$ cat config.mk
export PLATFORM = sky130hd
export DESIGN_NAME = pulse_channel0_control
export DESIGN_NICKNAME = d
export VERILOG_FILES = /design/src/rtl/pulse_channel0_pkg.sv /design/src/rtl/prescale_if.sv /design/src/rtl/prescale_divider.sv /design/src/rtl/pulse_channel0_control.sv
export SDC_FILE = /design/constraint.sdc
export NUM_CORES = 1
export LEC_CHECK = 0
export ABC_AREA = 1
export BUFFER_PORTS_ARGS = -buffer_cell sky130_fd_sc_hd__buf_2
export CORE_ASPECT_RATIO = 1.25
export CORE_UTILIZATION = 23
export CTS_CLUSTER_DIAMETER = 80
export DETAILED_ROUTE_END_ITERATION = 16
export GPL_TIMING_DRIVEN = 0
export SYNTH_ARGS = -nofsm -noshare
export SYNTH_HDL_FRONTEND = slang
export SYNTH_HIERARCHICAL = 1
export SYNTH_SLANG_ARGS = --single-unit
$ cat constraint.sdc
create_clock -name clk_sys -period 3.35 [get_ports clk_sys]
set_input_delay 0.5025 -clock clk_sys [delete_from_list [all_inputs] [get_ports clk_sys]]
set_output_delay 0.5025 -clock clk_sys [all_outputs]
set_load 0.05 [all_outputs]
$ cat src/rtl/pulse_channel0_pkg.sv
// constants, offsets and types shared by the pulse channel 0 block
package pulse_channel0_pkg;

    // ------------------------------------------------------------------
    // register byte offsets on the apb bus
    // ------------------------------------------------------------------
    localparam int unsigned ADDR_W      = 8;
    localparam logic [7:0]  CTRL_OFS    = 8'h20;
    localparam logic [7:0]  PRELOAD_OFS = 8'h24;
    localparam logic [7:0]  CH1_OFS     = 8'h28;
    localparam logic [7:0]  PC_DIR_OFS  = 8'h2c;
    localparam logic [7:0]  PC_DATA_OFS = 8'h30;
    localparam logic [7:0]  PC_PULL_OFS = 8'h34;

    // ------------------------------------------------------------------
    // control and channel 1 register field positions
    // ------------------------------------------------------------------
    localparam int unsigned CMP0_EN_BIT    = 0;
    localparam int unsigned CMP1_EN_BIT    = 1;
    localparam int unsigned PSC_LSB        = 2;
    localparam int unsigned PSC_W          = 3;
    localparam int unsigned STOP_EN_BIT    = 5;
    localparam int unsigned RESTART_EN_BIT = 6;
    localparam int unsigned SOFT_TRIG_BIT  = 7;
    localparam int unsigned SWAP_BIT       = 0;
    localparam int unsigned CTRL_STORE_W   = 7;

    // ------------------------------------------------------------------
    // reset values
    // ------------------------------------------------------------------
    localparam logic [6:0] CTRL_RST    = 7'h00;
    localparam logic [7:0] PRELOAD_RST = 8'h00;
    localparam logic       SWAP_RST    = 1'b0;
    localparam logic [3:0] PC_DIR_RST  = 4'hf;
    localparam logic [3:0] PC_DATA_RST = 4'hf;
    localparam logic [3:0] PC_PULL_RST = 4'h0;

    // ------------------------------------------------------------------
    // timer and prescaler
    // ------------------------------------------------------------------
    localparam int unsigned DIV_W     = 7;
    localparam int unsigned COUNT_W   = 8;
    localparam logic [7:0]  COUNT_TOP = 8'hff;

    // ------------------------------------------------------------------
    // synchroniser lanes
    // ------------------------------------------------------------------
    localparam int unsigned SYNC_W    = 7;
    localparam int unsigned IN_IRQ1   = 0;
    localparam int unsigned IN_CMP0   = 1;
    localparam int unsigned IN_CMP1   = 2;
    localparam int unsigned IN_PC_LSB = 3;
    localparam int unsigned PC_W      = 4;

    typedef enum logic [0:0] {
        ST_IDLE = 1'b0,
        ST_RUN  = 1'b1
    } run_state_e;

endpackage : pulse_channel0_pkg

$ cat src/rtl/prescale_if.sv
// carrier between the channel control and its prescaler
`timescale 1ns/1ps
interface prescale_if;
    import pulse_channel0_pkg::*;
    logic [PSC_W-1:0] sel;
    logic             clr;
    logic             tick;
    modport ctrl (output sel, output clr, input tick);
    modport div  (input sel, input clr, output tick);
endinterface : prescale_if

$ cat src/rtl/prescale_divider.sv
// power-of-two prescaler producing a one-cycle count enable
`timescale 1ns/1ps
module prescale_divider
    import pulse_channel0_pkg::*;
(
    // clock and reset
    input  wire logic clk_sys,
    input  wire logic rst,
    // control side
    prescale_if.div   pif
);

    typedef struct packed {
        logic [DIV_W-1:0] cnt;
    } div_s;

    div_s q;
    div_s d;

    function automatic logic [DIV_W-1:0] sel_mask(input logic [PSC_W-1:0] s);
        logic [DIV_W:0] one_hot;
        one_hot  = '0;
        one_hot  = (DIV_W+1)'(1) << s;
        sel_mask = DIV_W'(one_hot - (DIV_W+1)'(1));
    endfunction : sel_mask

    // clear restarts the phase so the first tick lands 2**sel cycles later
    always_comb begin
        d = q;
        if (pif.clr) begin
            d.cnt = '0;
        end else begin
            d.cnt = q.cnt + DIV_W'(1);
        end
        pif.tick = ((q.cnt & sel_mask(pif.sel)) == sel_mask(pif.sel));
    end

    always_ff @(posedge clk_sys or posedge rst) begin
        if (rst) begin
            q <= '0;
        end else begin
            q <= d;
        end
    end

endmodule : prescale_divider

$ cat src/rtl/pulse_channel0_control.sv
// pulse channel 0 control: apb registers, triggers, timer and port c
//
// Notes on behaviour
// - comparator0_en low: comparator 0 off, port_c lines 0..2 plain gpio.
// - comparator0_en high: lines 0,1 comparator inputs, line 2 output, undriven.
// - comparator1_en low: comparator 1 off, port_c_line3 plain gpio.
// - comparator1_en high: line 3 undriven, reads return comparator1_out while dir bit 3 is set.
// - counter clock is system clock divided by two to the prescale code.
// - stop enabled: falling edge of stop_trigger_src stops the timer.
// - stop source is comparator0_out or ext_irq1_pin, chosen by swap bit.
// - stop disabled: stop edges ignored; only software clear or overflow stops.
// - restart enabled: falling edge of comparator1_out restarts the timer.
// - restart disabled: edges ignored; only software set restarts.
// - writing one to the soft trigger starts counting.
// - soft trigger clears itself on overflow or any stop.
// - writing zero to the soft trigger stops counting.
// - while counting, restart edges and software sets are ignored.
// - soft trigger reads back the current run status.
// - swap 0: stop from ext_irq1_pin; swap 1: stop from comparator0_out.
// - count up from preload to overflow, then reload preload and halt.
// - preload zero gives a pulse of 256 prescaled periods.
`timescale 1ns/1ps
module pulse_channel0_control
    import pulse_channel0_pkg::*;
#(
    parameter logic ACTIVE_HIGH = 1'b1
)
(
    // clock and reset
    input  wire logic              clk_sys,
    input  wire logic              rst,
    // apb slave
    input  wire logic              psel,
    input  wire logic              penable,
    input  wire logic              pwrite,
    input  wire logic [ADDR_W-1:0] paddr,
    input  wire logic [31:0]       pwdata,
    output logic      [31:0]       prdata,
    output logic                   pready,
    output logic                   pslverr,
    // trigger inputs from pins and comparators
    input  wire logic              ext_irq1_pin,
    input  wire logic              comparator0_out,
    input  wire logic              comparator1_out,
    // comparator enables to the analog side
    output logic                   comparator0_en,
    output logic                   comparator1_en,
    // port c lines 0..3
    input  wire logic [PC_W-1:0]   port_c_in,
    output logic      [PC_W-1:0]   port_c_out,
    output logic      [PC_W-1:0]   port_c_oe,
    output logic      [PC_W-1:0]   port_c_pull_en,
    // channel 0 pulse
    output logic                   pulse_channel0
);

    // ------------------------------------------------------------------
    // state
    // ------------------------------------------------------------------
    typedef struct packed {
        logic [SYNC_W-1:0]       s1;
        logic [SYNC_W-1:0]       s2;
        logic [SYNC_W-1:0]       s3;
        logic [SYNC_W-1:0]       stab;
        logic [CTRL_STORE_W-1:0] ctrl;
        logic [COUNT_W-1:0]      preload;
        logic                    swap;
        logic [PC_W-1:0]         dir;
        logic [PC_W-1:0]         latch;
        logic [PC_W-1:0]         pull;
        run_state_e              state;
        logic [COUNT_W-1:0]      count;
        logic                    pulse;
        logic [PC_W-1:0]         pc_oe;
        logic [PC_W-1:0]         pc_pu;
        logic                    cmp0_o;
        logic                    cmp1_o;
        logic [31:0]             prdata;
        logic                    pready;
        logic                    pslverr;
    } ctl_s;

    ctl_s q;
    ctl_s d;

    prescale_if pif ();

    prescale_divider u_div (
        .clk_sys (clk_sys),
        .rst     (rst),
        .pif     (pif)
    );

    // ------------------------------------------------------------------
    // helpers
    // ------------------------------------------------------------------
    function automatic logic is_mapped(input logic [ADDR_W-1:0] a);
        is_mapped = (a == CTRL_OFS) || (a == PRELOAD_OFS) ||
                    (a == CH1_OFS) || (a == PC_DIR_OFS) ||
                    (a == PC_DATA_OFS) || (a == PC_PULL_OFS);
    endfunction : is_mapped

    function automatic logic stop_pick(input logic [SYNC_W-1:0] st,
                                       input logic              sw);
        stop_pick = sw ? st[IN_CMP0] : st[IN_IRQ1];
    endfunction : stop_pick

    logic              setup_ph;
    logic              wr_acc;
    logic              wr_ok;
    logic              soft_set;
    logic              soft_clr;
    logic              stop_fall;
    logic              restart_fall;
    logic              start;
    logic [PC_W-1:0]   port_rd;
    logic [31:0]       rd_word;
    logic [SYNC_W-1:0] diff;

    // ------------------------------------------------------------------
    // next state
    // ------------------------------------------------------------------
    always_comb begin
        d            = q;
        start        = 1'b0;
        rd_word      = '0;
        port_rd      = '0;

        // three-stage synchronisers; a level counts once stages 2 and 3 agree
        d.s1   = {port_c_in, comparator1_out, comparator0_out, ext_irq1_pin};
        d.s2   = q.s1;
        d.s3   = q.s2;
        diff   = q.s2 ^ q.s3;
        d.stab = (q.s2 & ~diff) | (q.stab & diff);

        // both samples use q.swap, so a swap change cannot fake an edge
        stop_fall    = stop_pick(q.stab, q.swap) &
                       ~stop_pick(d.stab, q.swap);
        restart_fall = q.stab[IN_CMP1] & ~d.stab[IN_CMP1];

        // apb: zero wait states, pready raised for the access phase only
        setup_ph = psel & ~penable;
        wr_acc   = psel & penable & pwrite & q.pready;
        wr_ok    = wr_acc & ~q.pslverr;
        soft_set = wr_ok && (paddr == CTRL_OFS) && pwdata[SOFT_TRIG_BIT];
        soft_clr = wr_ok && (paddr == CTRL_OFS) && !pwdata[SOFT_TRIG_BIT];

        // port data read: pad, latch or comparator output
        for (int i = 0; i < PC_W; i++) begin
            port_rd[i] = q.dir[i] ? q.stab[IN_PC_LSB+i] : q.latch[i];
        end
        if (q.ctrl[CMP0_EN_BIT] && q.dir[2]) begin
            port_rd[2] = q.stab[IN_CMP0];
        end
        if (q.ctrl[CMP1_EN_BIT] && q.dir[3]) begin
            port_rd[3] = q.stab[IN_CMP1];
        end

        // read decode
        if (paddr == CTRL_OFS) begin
            rd_word = {24'h000000, (q.state == ST_RUN), q.ctrl};
        end else if (paddr == PRELOAD_OFS) begin
            rd_word = {24'h000000, q.preload};
        end else if (paddr == CH1_OFS) begin
            rd_word = {31'h00000000, q.swap};
        end else if (paddr == PC_DIR_OFS) begin
            rd_word = {28'h0000000, q.dir};
        end else if (paddr == PC_DATA_OFS) begin
            rd_word = {28'h0000000, port_rd};
        end else if (paddr == PC_PULL_OFS) begin
            rd_word = {28'h0000000, q.pull};
        end else begin
            rd_word = '0;
        end

        d.pready  = 1'b0;
        d.pslverr = 1'b0;
        if (setup_ph) begin
            d.pready  = 1'b1;
            d.pslverr = ~is_mapped(paddr);
            d.prdata  = pwrite ? 32'h00000000 : rd_word;
        end

        // register writes take effect at the access edge
        if (wr_ok) begin
            if (paddr == CTRL_OFS) begin
                d.ctrl = pwdata[CTRL_STORE_W-1:0];
            end else if (paddr == PRELOAD_OFS) begin
                d.preload = pwdata[COUNT_W-1:0];
            end else if (paddr == CH1_OFS) begin
                d.swap = pwdata[SWAP_BIT];
            end else if (paddr == PC_DIR_OFS) begin
                d.dir = pwdata[PC_W-1:0];
            end else if (paddr == PC_DATA_OFS) begin
                d.latch = pwdata[PC_W-1:0];
            end else if (paddr == PC_PULL_OFS) begin
                d.pull = pwdata[PC_W-1:0];
            end
        end

        // --------------------------------------------------------------
        // channel 0 timer
        // --------------------------------------------------------------
        case (q.state)
            ST_IDLE: begin
                // hardware restart beats a software clear in the same cycle
                if (soft_set) begin
                    start = 1'b1;
                end else if (q.ctrl[RESTART_EN_BIT] && restart_fall) begin
                    start = 1'b1;
                end
                if (start) begin
                    d.state = ST_RUN;
                    d.count = q.preload;
                end
            end
            ST_RUN: begin
                // soft_set and restart edges ignored while counting
                if (soft_clr) begin
                    d.state = ST_IDLE;
                end else if (q.ctrl[STOP_EN_BIT] && stop_fall) begin
                    d.state = ST_IDLE;
                end else if (pif.tick) begin
                    if (q.count == COUNT_TOP) begin
                        d.count = q.preload;
                        d.state = ST_IDLE;
                    end else begin
                        d.count = q.count + COUNT_W'(1);
                    end
                end
            end
            default: begin
                d.state = ST_IDLE;
            end
        endcase

        // polarity is a build-time choice, not software-visible
        d.pulse = (d.state == ST_RUN) ? ACTIVE_HIGH : ~ACTIVE_HIGH;

        // --------------------------------------------------------------
        // port c pin control
        // --------------------------------------------------------------
        d.cmp0_o = d.ctrl[CMP0_EN_BIT];
        d.cmp1_o = d.ctrl[CMP1_EN_BIT];
        d.pc_oe  = ~d.dir;
        d.pc_pu  = d.pull;
        if (d.ctrl[CMP0_EN_BIT]) begin
            // analog inputs and comparator output: no digital drive or pull
            d.pc_oe[2:0] = 3'h0;
            d.pc_pu[2:0] = 3'h0;
        end
        if (d.ctrl[CMP1_EN_BIT]) begin
            d.pc_oe[3] = 1'b0;
            d.pc_pu[3] = 1'b0;
        end
    end

    // ------------------------------------------------------------------
    // prescaler hookup
    // ------------------------------------------------------------------
    assign pif.sel = q.ctrl[PSC_LSB +: PSC_W];
    assign pif.clr = start;

    // ------------------------------------------------------------------
    // registers
    // ------------------------------------------------------------------
    always_ff @(posedge clk_sys or posedge rst) begin
        if (rst) begin
            q         <= '0;
            q.ctrl    <= CTRL_RST;
            q.preload <= PRELOAD_RST;
            q.swap    <= SWAP_RST;
            q.dir     <= PC_DIR_RST;
            q.latch   <= PC_DATA_RST;
            q.pull    <= PC_PULL_RST;
            q.state   <= ST_IDLE;
            q.pulse   <= ~ACTIVE_HIGH;
            q.pc_pu   <= PC_PULL_RST;
        end else begin
            q <= d;
        end
    end

    // ------------------------------------------------------------------
    // outputs
    // ------------------------------------------------------------------
    assign prdata         = q.prdata;
    assign pready         = q.pready;
    assign pslverr        = q.pslverr;
    assign comparator0_en = q.cmp0_o;
    assign comparator1_en = q.cmp1_o;
    assign port_c_out     = q.latch;
    assign port_c_oe      = q.pc_oe;
    assign port_c_pull_en = q.pc_pu;
    assign pulse_channel0 = q.pulse;

endmodule : pulse_channel0_control

Word level (Yosys, flattened, before mapping)
Index checks and enable logic that the tools add are counted.
{"block": "word_totals", "wordCells": 127, "reg_bits": 117, "output_inout_bits": 49, "inputBits": 52}
{"block": "op_classes", "muxes": 47, "n_bitwise": 24, "shift": 1, "n_eq_ne": 12, "reduce_logical": 18, "add_sub_neg": 3}
{"cell": "$mux W8", "n": 8}
{"cell": "$eq A8 B6 Y1 const B", "n": 6}
{"cell": "$mux W4", "n": 8}
{"cell": "$mux W23", "n": 1}
{"cell": "$and A7 B7 Y7", "n": 3}
{"cell": "$mux W21", "n": 1}
{"cell": "$mux W1", "n": 19}
{"cell": "$mux W9", "n": 2}
{"cell": "$pmux W9 S2", "n": 1}
{"cell": "$mux W13", "n": 1}
{"cell": "$mux W12", "n": 1}
{"cell": "$not A1 Y1", "n": 10}
{"cell": "$add A8 B1 Y8 const B", "n": 1}
{"cell": "$eq A8 B8 Y1 const B", "n": 1}
{"cell": "$reduce_and A4 Y1", "n": 2}
{"cell": "$add A7 B1 Y7 const B", "n": 1}
{"cell": "$and A1 B1 Y1", "n": 7}
{"cell": "$eq A7 B7 Y1", "n": 1}
{"cell": "$logic_and A1 B1 Y1", "n": 7}
{"cell": "$mux W7", "n": 1}
{"cell": "$not A7 Y7", "n": 1}
{"cell": "$or A7 B7 Y7", "n": 1}
{"cell": "$shl A1 B3 Y7 const A", "n": 1}
{"cell": "$sub A7 B1 Y7 const B", "n": 1}
{"cell": "other kinds (11)", "n": 19}

Depth between registers and ports, before layout
Gate-level depths: netlist (run 1).
{"block": "logic_depth", "word_depth": 13, "ltp_mapped": 14}

Modules after synthesis
The synthesis (run 1) kept the hierarchy.
{"module": "pulse_channel0_control", "cells_per_inst": 488, "n_inst": 1, "area_each_um2": 4125.2}
{"module": "prescale_divider", "cells_per_inst": 48, "n_inst": 1, "area_each_um2": 367.9}

Worst setup path before layout (run 1)
Ideal clock, no wire load.
{"block": "synth_path", "kind": "register to register", "start": "register q (netlist bit pready)", "end": "register u_div/q[2] in the netlist's numbering", "path_stages_with_launch": 11, "arrival_time_ps": 1706, "slack_ps": 1515, "setup_ps": 129, "required_time_ps": 3221, "synth_period_minus_slack_ps": 1835, "n_path_buf": 1, "cell_sequence": "dfrtp_1 nand2_1 nor2_8 nand3_2 nand2_4 nand2_2 buf_6 inv_1 inv_1 o21ai_0 a21oi_1"}
{"element": "from (decl)", "line": "pulse_channel0_control.sv:83", "rtl": "ctl_s q;"}
{"element": "to (signal assigned)", "line": "prescale_divider.sv:40", "rtl": "q <= '0;"}
{"element": "to (signal assigned)", "line": "prescale_divider.sv:42", "rtl": "q <= d;"}
{"element": "to (decl)", "line": "prescale_divider.sv:17", "rtl": "div_s q;"}

Worst setup path in the final report (run 1)
{"block": "layout_path", "start": "register u_div/q[2] in the netlist's numbering", "end": "register q[50] in the netlist's numbering"}
{"block": "layout_via", "elab_chain_cells": 4}
{"element": "$and A7 B7 Y7", "line": "prescale_divider.sv:35", "rtl": "pif.tick = ((q.cnt & sel_mask(pif.sel)) == sel_mask(pif.sel));"}
{"element": "$eq A7 B7 Y1", "line": "prescale_divider.sv:35"}
{"element": "via pif.tick", "line": "prescale_if.sv:7", "rtl": "logic tick;"}
{"element": "$ne A2 B1 Y1 (no source line)"}
{"element": "$reduce_and A4 Y1 (no source line)"}
The timed path passes the listed nets, and every way through them passes these cells.
A chain may end at the register's enable or synchronous reset.

==> flow_metrics.env, run 1 <==
export IMPL_area_growth_pct=21.4
export IMPL_min_period_ps=1860
export IMPL_finalMaxSlewViolations=0
export IMPL_synth_area_leaders="dfrtp_1 46%, nand2_1 13%, buf_4 7.4%"
export IMPL_cts_root_buf="clkbuf_16"
export IMPL_drc=0
export IMPL_critPathKind="reg -> reg"
export IMPL_rows=56
export IMPL_cp_end_kind="flip-flop"
export IMPL_cts_made_buffers=9
export IMPL_crit_arrival_ps=2130
export IMPL_cts_buffer_depth=2
export IMPL_cts_htree_levels=3
export IMPL_synth_common_cells="156 x nand2_1, 82 x dfrtp_1, 57 x inv_1, 44 x buf_4, 38 x nand3_1"
export IMPL_finClkSkew_ps=7.04
export IMPL_crit_path_start_kind="flip-flop"
export IMPL_rsz0062_at_grt="no"
export IMPL_dr_total_vias=3480
export IMPL_yosys_register_bits=90
export IMPL_place_congestion=0.825
export IMPL_overflow=0
export IMPL_slowest_stage="dfrtp_1"
export IMPL_ys_seq_area_frac=0.503
export IMPL_antenna_left=0
export IMPL_clock_sinks=90
export IMPL_grt_pass1_vias=3181
export IMPL_synth_top_area_frac=0.457
export IMPL_path_max_fanout=6
export IMPL_dr_pass1_iters=4
export IMPL_required_ps=3630
export IMPL_ir_drop_uv=253
export IMPL_die_w_um=127
export IMPL_finalSetupViolCount=0
export IMPL_grt_use_total=0.108
export IMPL_fillerInstances=2049
export IMPL_cap_violations=0
export IMPL_crit_path_frequent_cell="nand2_1"
export IMPL_dpl_hpwl_mm=7.79
export IMPL_drive_gt1_frac=0.245
export IMPL_port_buffers=52
export IMPL_holdCritPathClass="in -> async"
export IMPL_max_freq_mhz=538
export IMPL_status="complete, no violations"
export IMPL_syn_area_mm2=0.00449
export IMPL_synth_ff_type="dfrtp_1"
export IMPL_synth_most_common_cell="nand2_1"
export IMPL_n_antenna_cell=0
export IMPL_yosysWarnings=6
export IMPL_avgSynthCellArea_um2=8.38
export IMPL_tightest_slew_ps=504
export IMPL_nets=677
export IMPL_grt_max_degree=59
export IMPL_vias_per_cell=4.05
export IMPL_synthArstFlopShare=1.00
export IMPL_regArea_mm2=0.00226
export IMPL_yosysTopAreaCell="dfrtp_1"
export IMPL_tritoncts="done"
export IMPL_p_per_area_mw_per_mm2=448
export IMPL_final_core_util=0.288
export IMPL_path_clk_slew_ps=70
export IMPL_routedWlPerCell_um=12.0
export IMPL_p_leak_uw=0.00295
export IMPL_grt_pass1_wl_mm=16.7
export IMPL_path_cells="nand2_2 -> a21oi_1 -> nand2_1 -> a21oi_1 -> nand2_1 -> inv_1 -> o21ai_0 -> inv_1 -> nand2_1 -> nand2_1 -> nand2_1 -> nand2_1"
export IMPL_coreArea_mm2=0.0189
export IMPL_first_iter_violations=223
export IMPL_syn_inst=536
export IMPL_period_share=0.555
export IMPL_slew_headroom=0.663
export IMPL_die_h_um=158
export IMPL_cts_resized=0
export IMPL_start_util=0.237
export IMPL_ys_types=35
export IMPL_hold_violations=0
export IMPL_post_cts_buffers=0
export IMPL_hold_ws_ps=107
export IMPL_die_area_mm2=0.0201
export IMPL_slowest_delay_ps=460
export IMPL_synth_edf_count=0
export IMPL_clk_latency_ps=340
export IMPL_hold_buffers=0
export IMPL_ios=101
export IMPL_wl_mm=10.3
export IMPL_tns_ps=0
export IMPL_multi_input_area_mm2=0.00172
export IMPL_grt_antenna_before_repair=0
==> sequential cells by signal, summed over array words and instances (netlist names), 3 cells and up, named ones only <==
name            cells
d                  14
pif.sel             3
port_c_oe           4
u_div/q             7
q                  39
port_c_pull_en      4
prdata              8
port_c_out          4
==> worst max-delay path, delay by kind of cell, from the launching register on <==
family	cells	cell delay, ps
flip-flops	1	460
AND/OR/NAND/NOR	7	560
buffers and inverters	2	260
AO/OA/AOI/OAI	3	510
==> final timing paths <==
path                              end  slack [ps]             from  cells after the start
min in group clk_sys            d[97]         260  comparator0_out                      1
hold reg to reg                 d[94]         350           d[101]                      0
setup / recovery                q[50]        1490       u_div/q[2]                     12
hold / removal             u_div/q[1]         110              rst                      2
max in group asynchronous       q[63]        2550              rst                      3
setup reg to reg                q[50]        1490       u_div/q[2]                     12
==> report_power, final <==
part / switching [µW] / leakage [µW] / internal, µW / total, µW
combinational: 186 / 0.00166 / 82.4 / 268
clock: 467 / 0.000141 / 522 / 989
sequential: 46.6 / 0.00115 / 1140 / 1190
total: 699 / 0.00295 / 1750 / 2450
==> cells by family (layout without fill, tap and decap cells) <==
family          count (synthesis)  count (layout)  synth area share
buf+inv                       109             178             0.132
compound gates                 75              75            0.0925
fa+ha+maj                       6               6            0.0145
flops                          90              90             0.503
other cells                     1              24          0.000835
simple gates                  253             253             0.253
xor+xnor                        2               2           0.00390
==> through the flow <==
| step | power (µW) | cells | setup slack, ps | instance area [µm²] |
|---|---|---|---|---|
| finish | 2450 | 860 | 1490 | 5460 |
| global route | 2560 | 860 | 1320 | 5460 |
| CTS | 2470 | 860 | 1520 | 5460 |
| detailed placement | 1480 | 844 | 1340 | 5160 |
| global placement | 1470 | 843 | -433 | 5130 |
| floorplan | 1410 | 559 | 724 | 4580 |
==> per-layer routing <==
layer | track usage | vias up | routed length [µm]
li1 | - | 1812 | -
met1 | 0.141 | 1583 | 4750
met2 | 0.181 | 77 | 5030
met3 | 0.0175 | 8 | 378
met4 | 0.0357 | 0 | 118
met5 | 0 | - | 0
==> placed cells by master, fill, tap and decap left out, types with 3 or more instances in the layout <==
cell type,synthesis,routed
a21oi_1,27,27
buf_2,2,54
buf_4,44,44
clkbuf_16,0,9
conb_1,1,24
dfrtp_1,82,82
dfstp_2,8,8
inv_1,57,56
maj3_1,4,4
nand2_1,156,156
nand2_2,7,7
nand3_1,38,38
nor2_1,36,36
nor2_2,3,3
o211ai_1,6,6
o21ai_0,33,33
o21ai_2,5,5
==> area by class of cell <==
class | count | share of cell area
Clock inverter | 7 | 0.0128
Timing Repair Buffer | 53 | 0.0528
Buffer | 48 | 0.0665
Multi-Input combinational cell | 360 | 0.316
Clock buffer | 9 | 0.0413
Tap cell | 232 | 0.0532
Sequential cell | 90 | 0.415
Inverter | 61 | 0.0427
Note: power is estimated with default switching activity, not from simulation.
==> run 2: changes to the inputs <==
==> constraint.sdc (replaced) <==
create_clock -name clk_sys -period 1.5 [get_ports clk_sys]
set_input_delay 0.225 -clock clk_sys [delete_from_list [all_inputs] [get_ports clk_sys]]
set_output_delay 0.225 -clock clk_sys [all_outputs]
set_load 0.05 [all_outputs]
==> run 2 against run 1 <==
Effect of this change:
- the run now ends with negative setup slack left
- global-route usage up 0.57 points
- register-to-register slack got worse by 1500 ps
- sequential share of layout area decreased by 4.2 points
- clock skew increased by 1.5 ps
- routed wire length up 8.2%
- critical path depth decreased by 1
- sequential power increased by 120%
- clock power increased to 2.8 times the previous value
- worst hold slack got worse by 100 ps
- non-clock buffer count rose by 31
- highest routed layer unchanged
==> flow_metrics.env, run 2 (synthesis gave the netlist of run 1 again) <==
export IMPL_slew_headroom=0.589
export IMPL_cts_buffer_depth=2
export IMPL_drc=0
export IMPL_dp_slack_ps=-374
export IMPL_drive_gt1_frac=0.346
export IMPL_clkPwrFrac=0.449
export IMPL_n_antenna_cell=0
export IMPL_rr_worst_depth=11
export IMPL_path_clk_slew_ps=60
export IMPL_placedCellCount=845
export IMPL_violations="negative setup slack"
export IMPL_cp_end_kind="flip-flop"
export IMPL_cts_made_buffers=9
export IMPL_final_cell_area_mm2=0.00610
export IMPL_final_cell_mix="137 x nand2_1, 75 x dfrtp_1, 61 x buf_4"
export IMPL_routedWlPerCell_um=12.5
export IMPL_cts_root_buf="clkbuf_16"
export IMPL_max_freq_mhz=649
export IMPL_hold_ws_ps=5.93
export IMPL_tritoncts="done"
export IMPL_crit_path_start_kind="flip-flop"
export IMPL_grt_use_total=0.113
export IMPL_ir_drop_uv=492
export IMPL_clk_latency_ps=340
export IMPL_p_sw_frac=0.243
export IMPL_die_h_um=158
export IMPL_critPathLaunch="pslverr"
export IMPL_ios=101
export IMPL_top_register="q"
export IMPL_final_common_cell="nand2_1"
export IMPL_grt_max_degree=41
export IMPL_grt_pass1_wl_mm=17.8
export IMPL_start_util=0.237
export IMPL_tns_ps=-102
export IMPL_overflow=0
export IMPL_reg2reg_slack_ps=-40
export IMPL_finalMaxSlewViolations=0
export IMPL_largest_register_ffs=39
export IMPL_fillerInstances=1994
export IMPL_dr_pass1_iters=4
export IMPL_power_frac_seq=0.430
export IMPL_grt_pass1_vias=3510
export IMPL_period_share=1.03
export IMPL_hold_violations=0
export IMPL_fin_ws_ps=-41.4
export IMPL_path_max_fanout=6
export IMPL_p_int_uw=4660
export IMPL_status="finished with violations"
export IMPL_wl_mm=11.1
export IMPL_dr_total_vias=3716
export IMPL_crit_end="u_div/q[2]"
export IMPL_critPathKind="reg -> reg"
export IMPL_vias_per_cell=4.17
export IMPL_area_growth_pct=35.7
export IMPL_crit_arrival_ps=1760
export IMPL_place_area_mm2=0.00519
export IMPL_die_w_um=127
export IMPL_tightest_slew_ps=615
export IMPL_dpl_hpwl_mm=7.91
export IMPL_combinationalPowerShare=0.121
export IMPL_min_period_ps=1540
export IMPL_first_iter_violations=171
export IMPL_p_per_area_mw_per_mm2=1010
export IMPL_holdCritPathClass="in -> reg"
export IMPL_instances_no_fill=891
export IMPL_grt_antenna_before_repair=0
export IMPL_die_area_mm2=0.0201
export IMPL_r2r_start="pslverr"
export IMPL_antenna_left=0
export IMPL_required_ps=1720
export IMPL_p_leak_uw=0.00323
export IMPL_p_sw_uw=1490
export IMPL_port_buffers=52
export IMPL_finalSetupViolCount=9
export IMPL_timing_rr_end="u_div/q[2]"
export IMPL_clock_sinks=90
export IMPL_rows=56
export IMPL_rsz0062_at_grt="yes"
export IMPL_finClkSkew_ps=8.53
export IMPL_cts_htree_levels=3
export IMPL_nets=708
export IMPL_place_congestion=0.818
export IMPL_coreArea_mm2=0.0189
export IMPL_cap_violations=0
run 2: changes by cell type in the layout (fill, tap and decap cells not counted), moves of 8 or more:
| cell | before | now |
|---|---|---|
| nand2_2 | 7 | 15 |
| nand2_1 | 156 | 137 |
| o21ai_0 | 33 | 20 |
| o21ai_1 | 2 | 11 |
| nand2_4 | 2 | 13 |
| buf_4 | 44 | 61 |
run 2: final cells by class:
cell class,instances,area (µm²),share of cell area
Buffer,48,369,0.0605
Clock buffer,11,243,0.0398
Clock inverter,5,125,0.0205
Inverter,61,258,0.0423
Multi-Input combinational cell,360,1950,0.320
Sequential cell,90,2270,0.372
Tap cell,232,290,0.0476
Timing Repair Buffer,84,593,0.0973
run 2: worst max-delay path, cell delays in order, from the launching register on:
cell     delay, ps
dfrtp_2        400
inv_2           60
nand3_4         80
nor2_8         220
nand3_4        100
nand2_4        110
nand2_4         70
buf_8          140
inv_8           60
inv_8           40
o21ai_1         70
a21oi_1         50
run 2: worst min-delay path by stage:
stage	from	end	slack [ps]	depth (start not counted)
after global routing	comparator1_out	d[98]	2	1
after CTS	comparator1_out	d[98]	0.03	1
after floorplan	rst	u_div/q[0]	30	1
after detailed placement	rst	u_div/q[4]	210	2
final	ext_irq1_pin	d[96]	6	1
after global placement	rst	u_div/q[2]	200	2
run 2: per-stage QoR:
step	total power, µW	util
after floorplan	3150	-
after global placement	3280	0.272
after detailed placement	3300	0.275
after CTS	6140	0.307
after global routing	6360	0.322
final	6150	0.322
run 2: power by group through the flow:
| stage | logic [µW] | clock network [µW] | registers [µW] |
|---|---|---|---|
| detailed placement | 610 | 0 | 2690 |
| CTS | 681 | 2810 | 2650 |
| floorplan | 460 | 0 | 2690 |
| global placement | 587 | 0 | 2690 |
| global route | 812 | 2890 | 2660 |
| finish | 744 | 2760 | 2640 |
run 2: repair_timing:
| action | 4_1_cts | 5_1_grt |
|---|---|---|
| pin swaps | 9 | 28 |
| setup buffers | 13 | 9 |
| setup endpoints to repair | 28 | 37 |
| hold endpoints to repair | 25 | 0 |
| resized for setup | 28 | 62 |
| hold buffers | 6 | 0 |
| cloned | 0 | 2 |
run 2: per-layer routing:
metal	part of all wire	wire length (µm)	GRT usage
met3	0.034	373	0.0192
met1	0.43	4770	0.141
met2	0.53	5840	0.199
met4	0.012	131	0.0374
met5	0	0	0
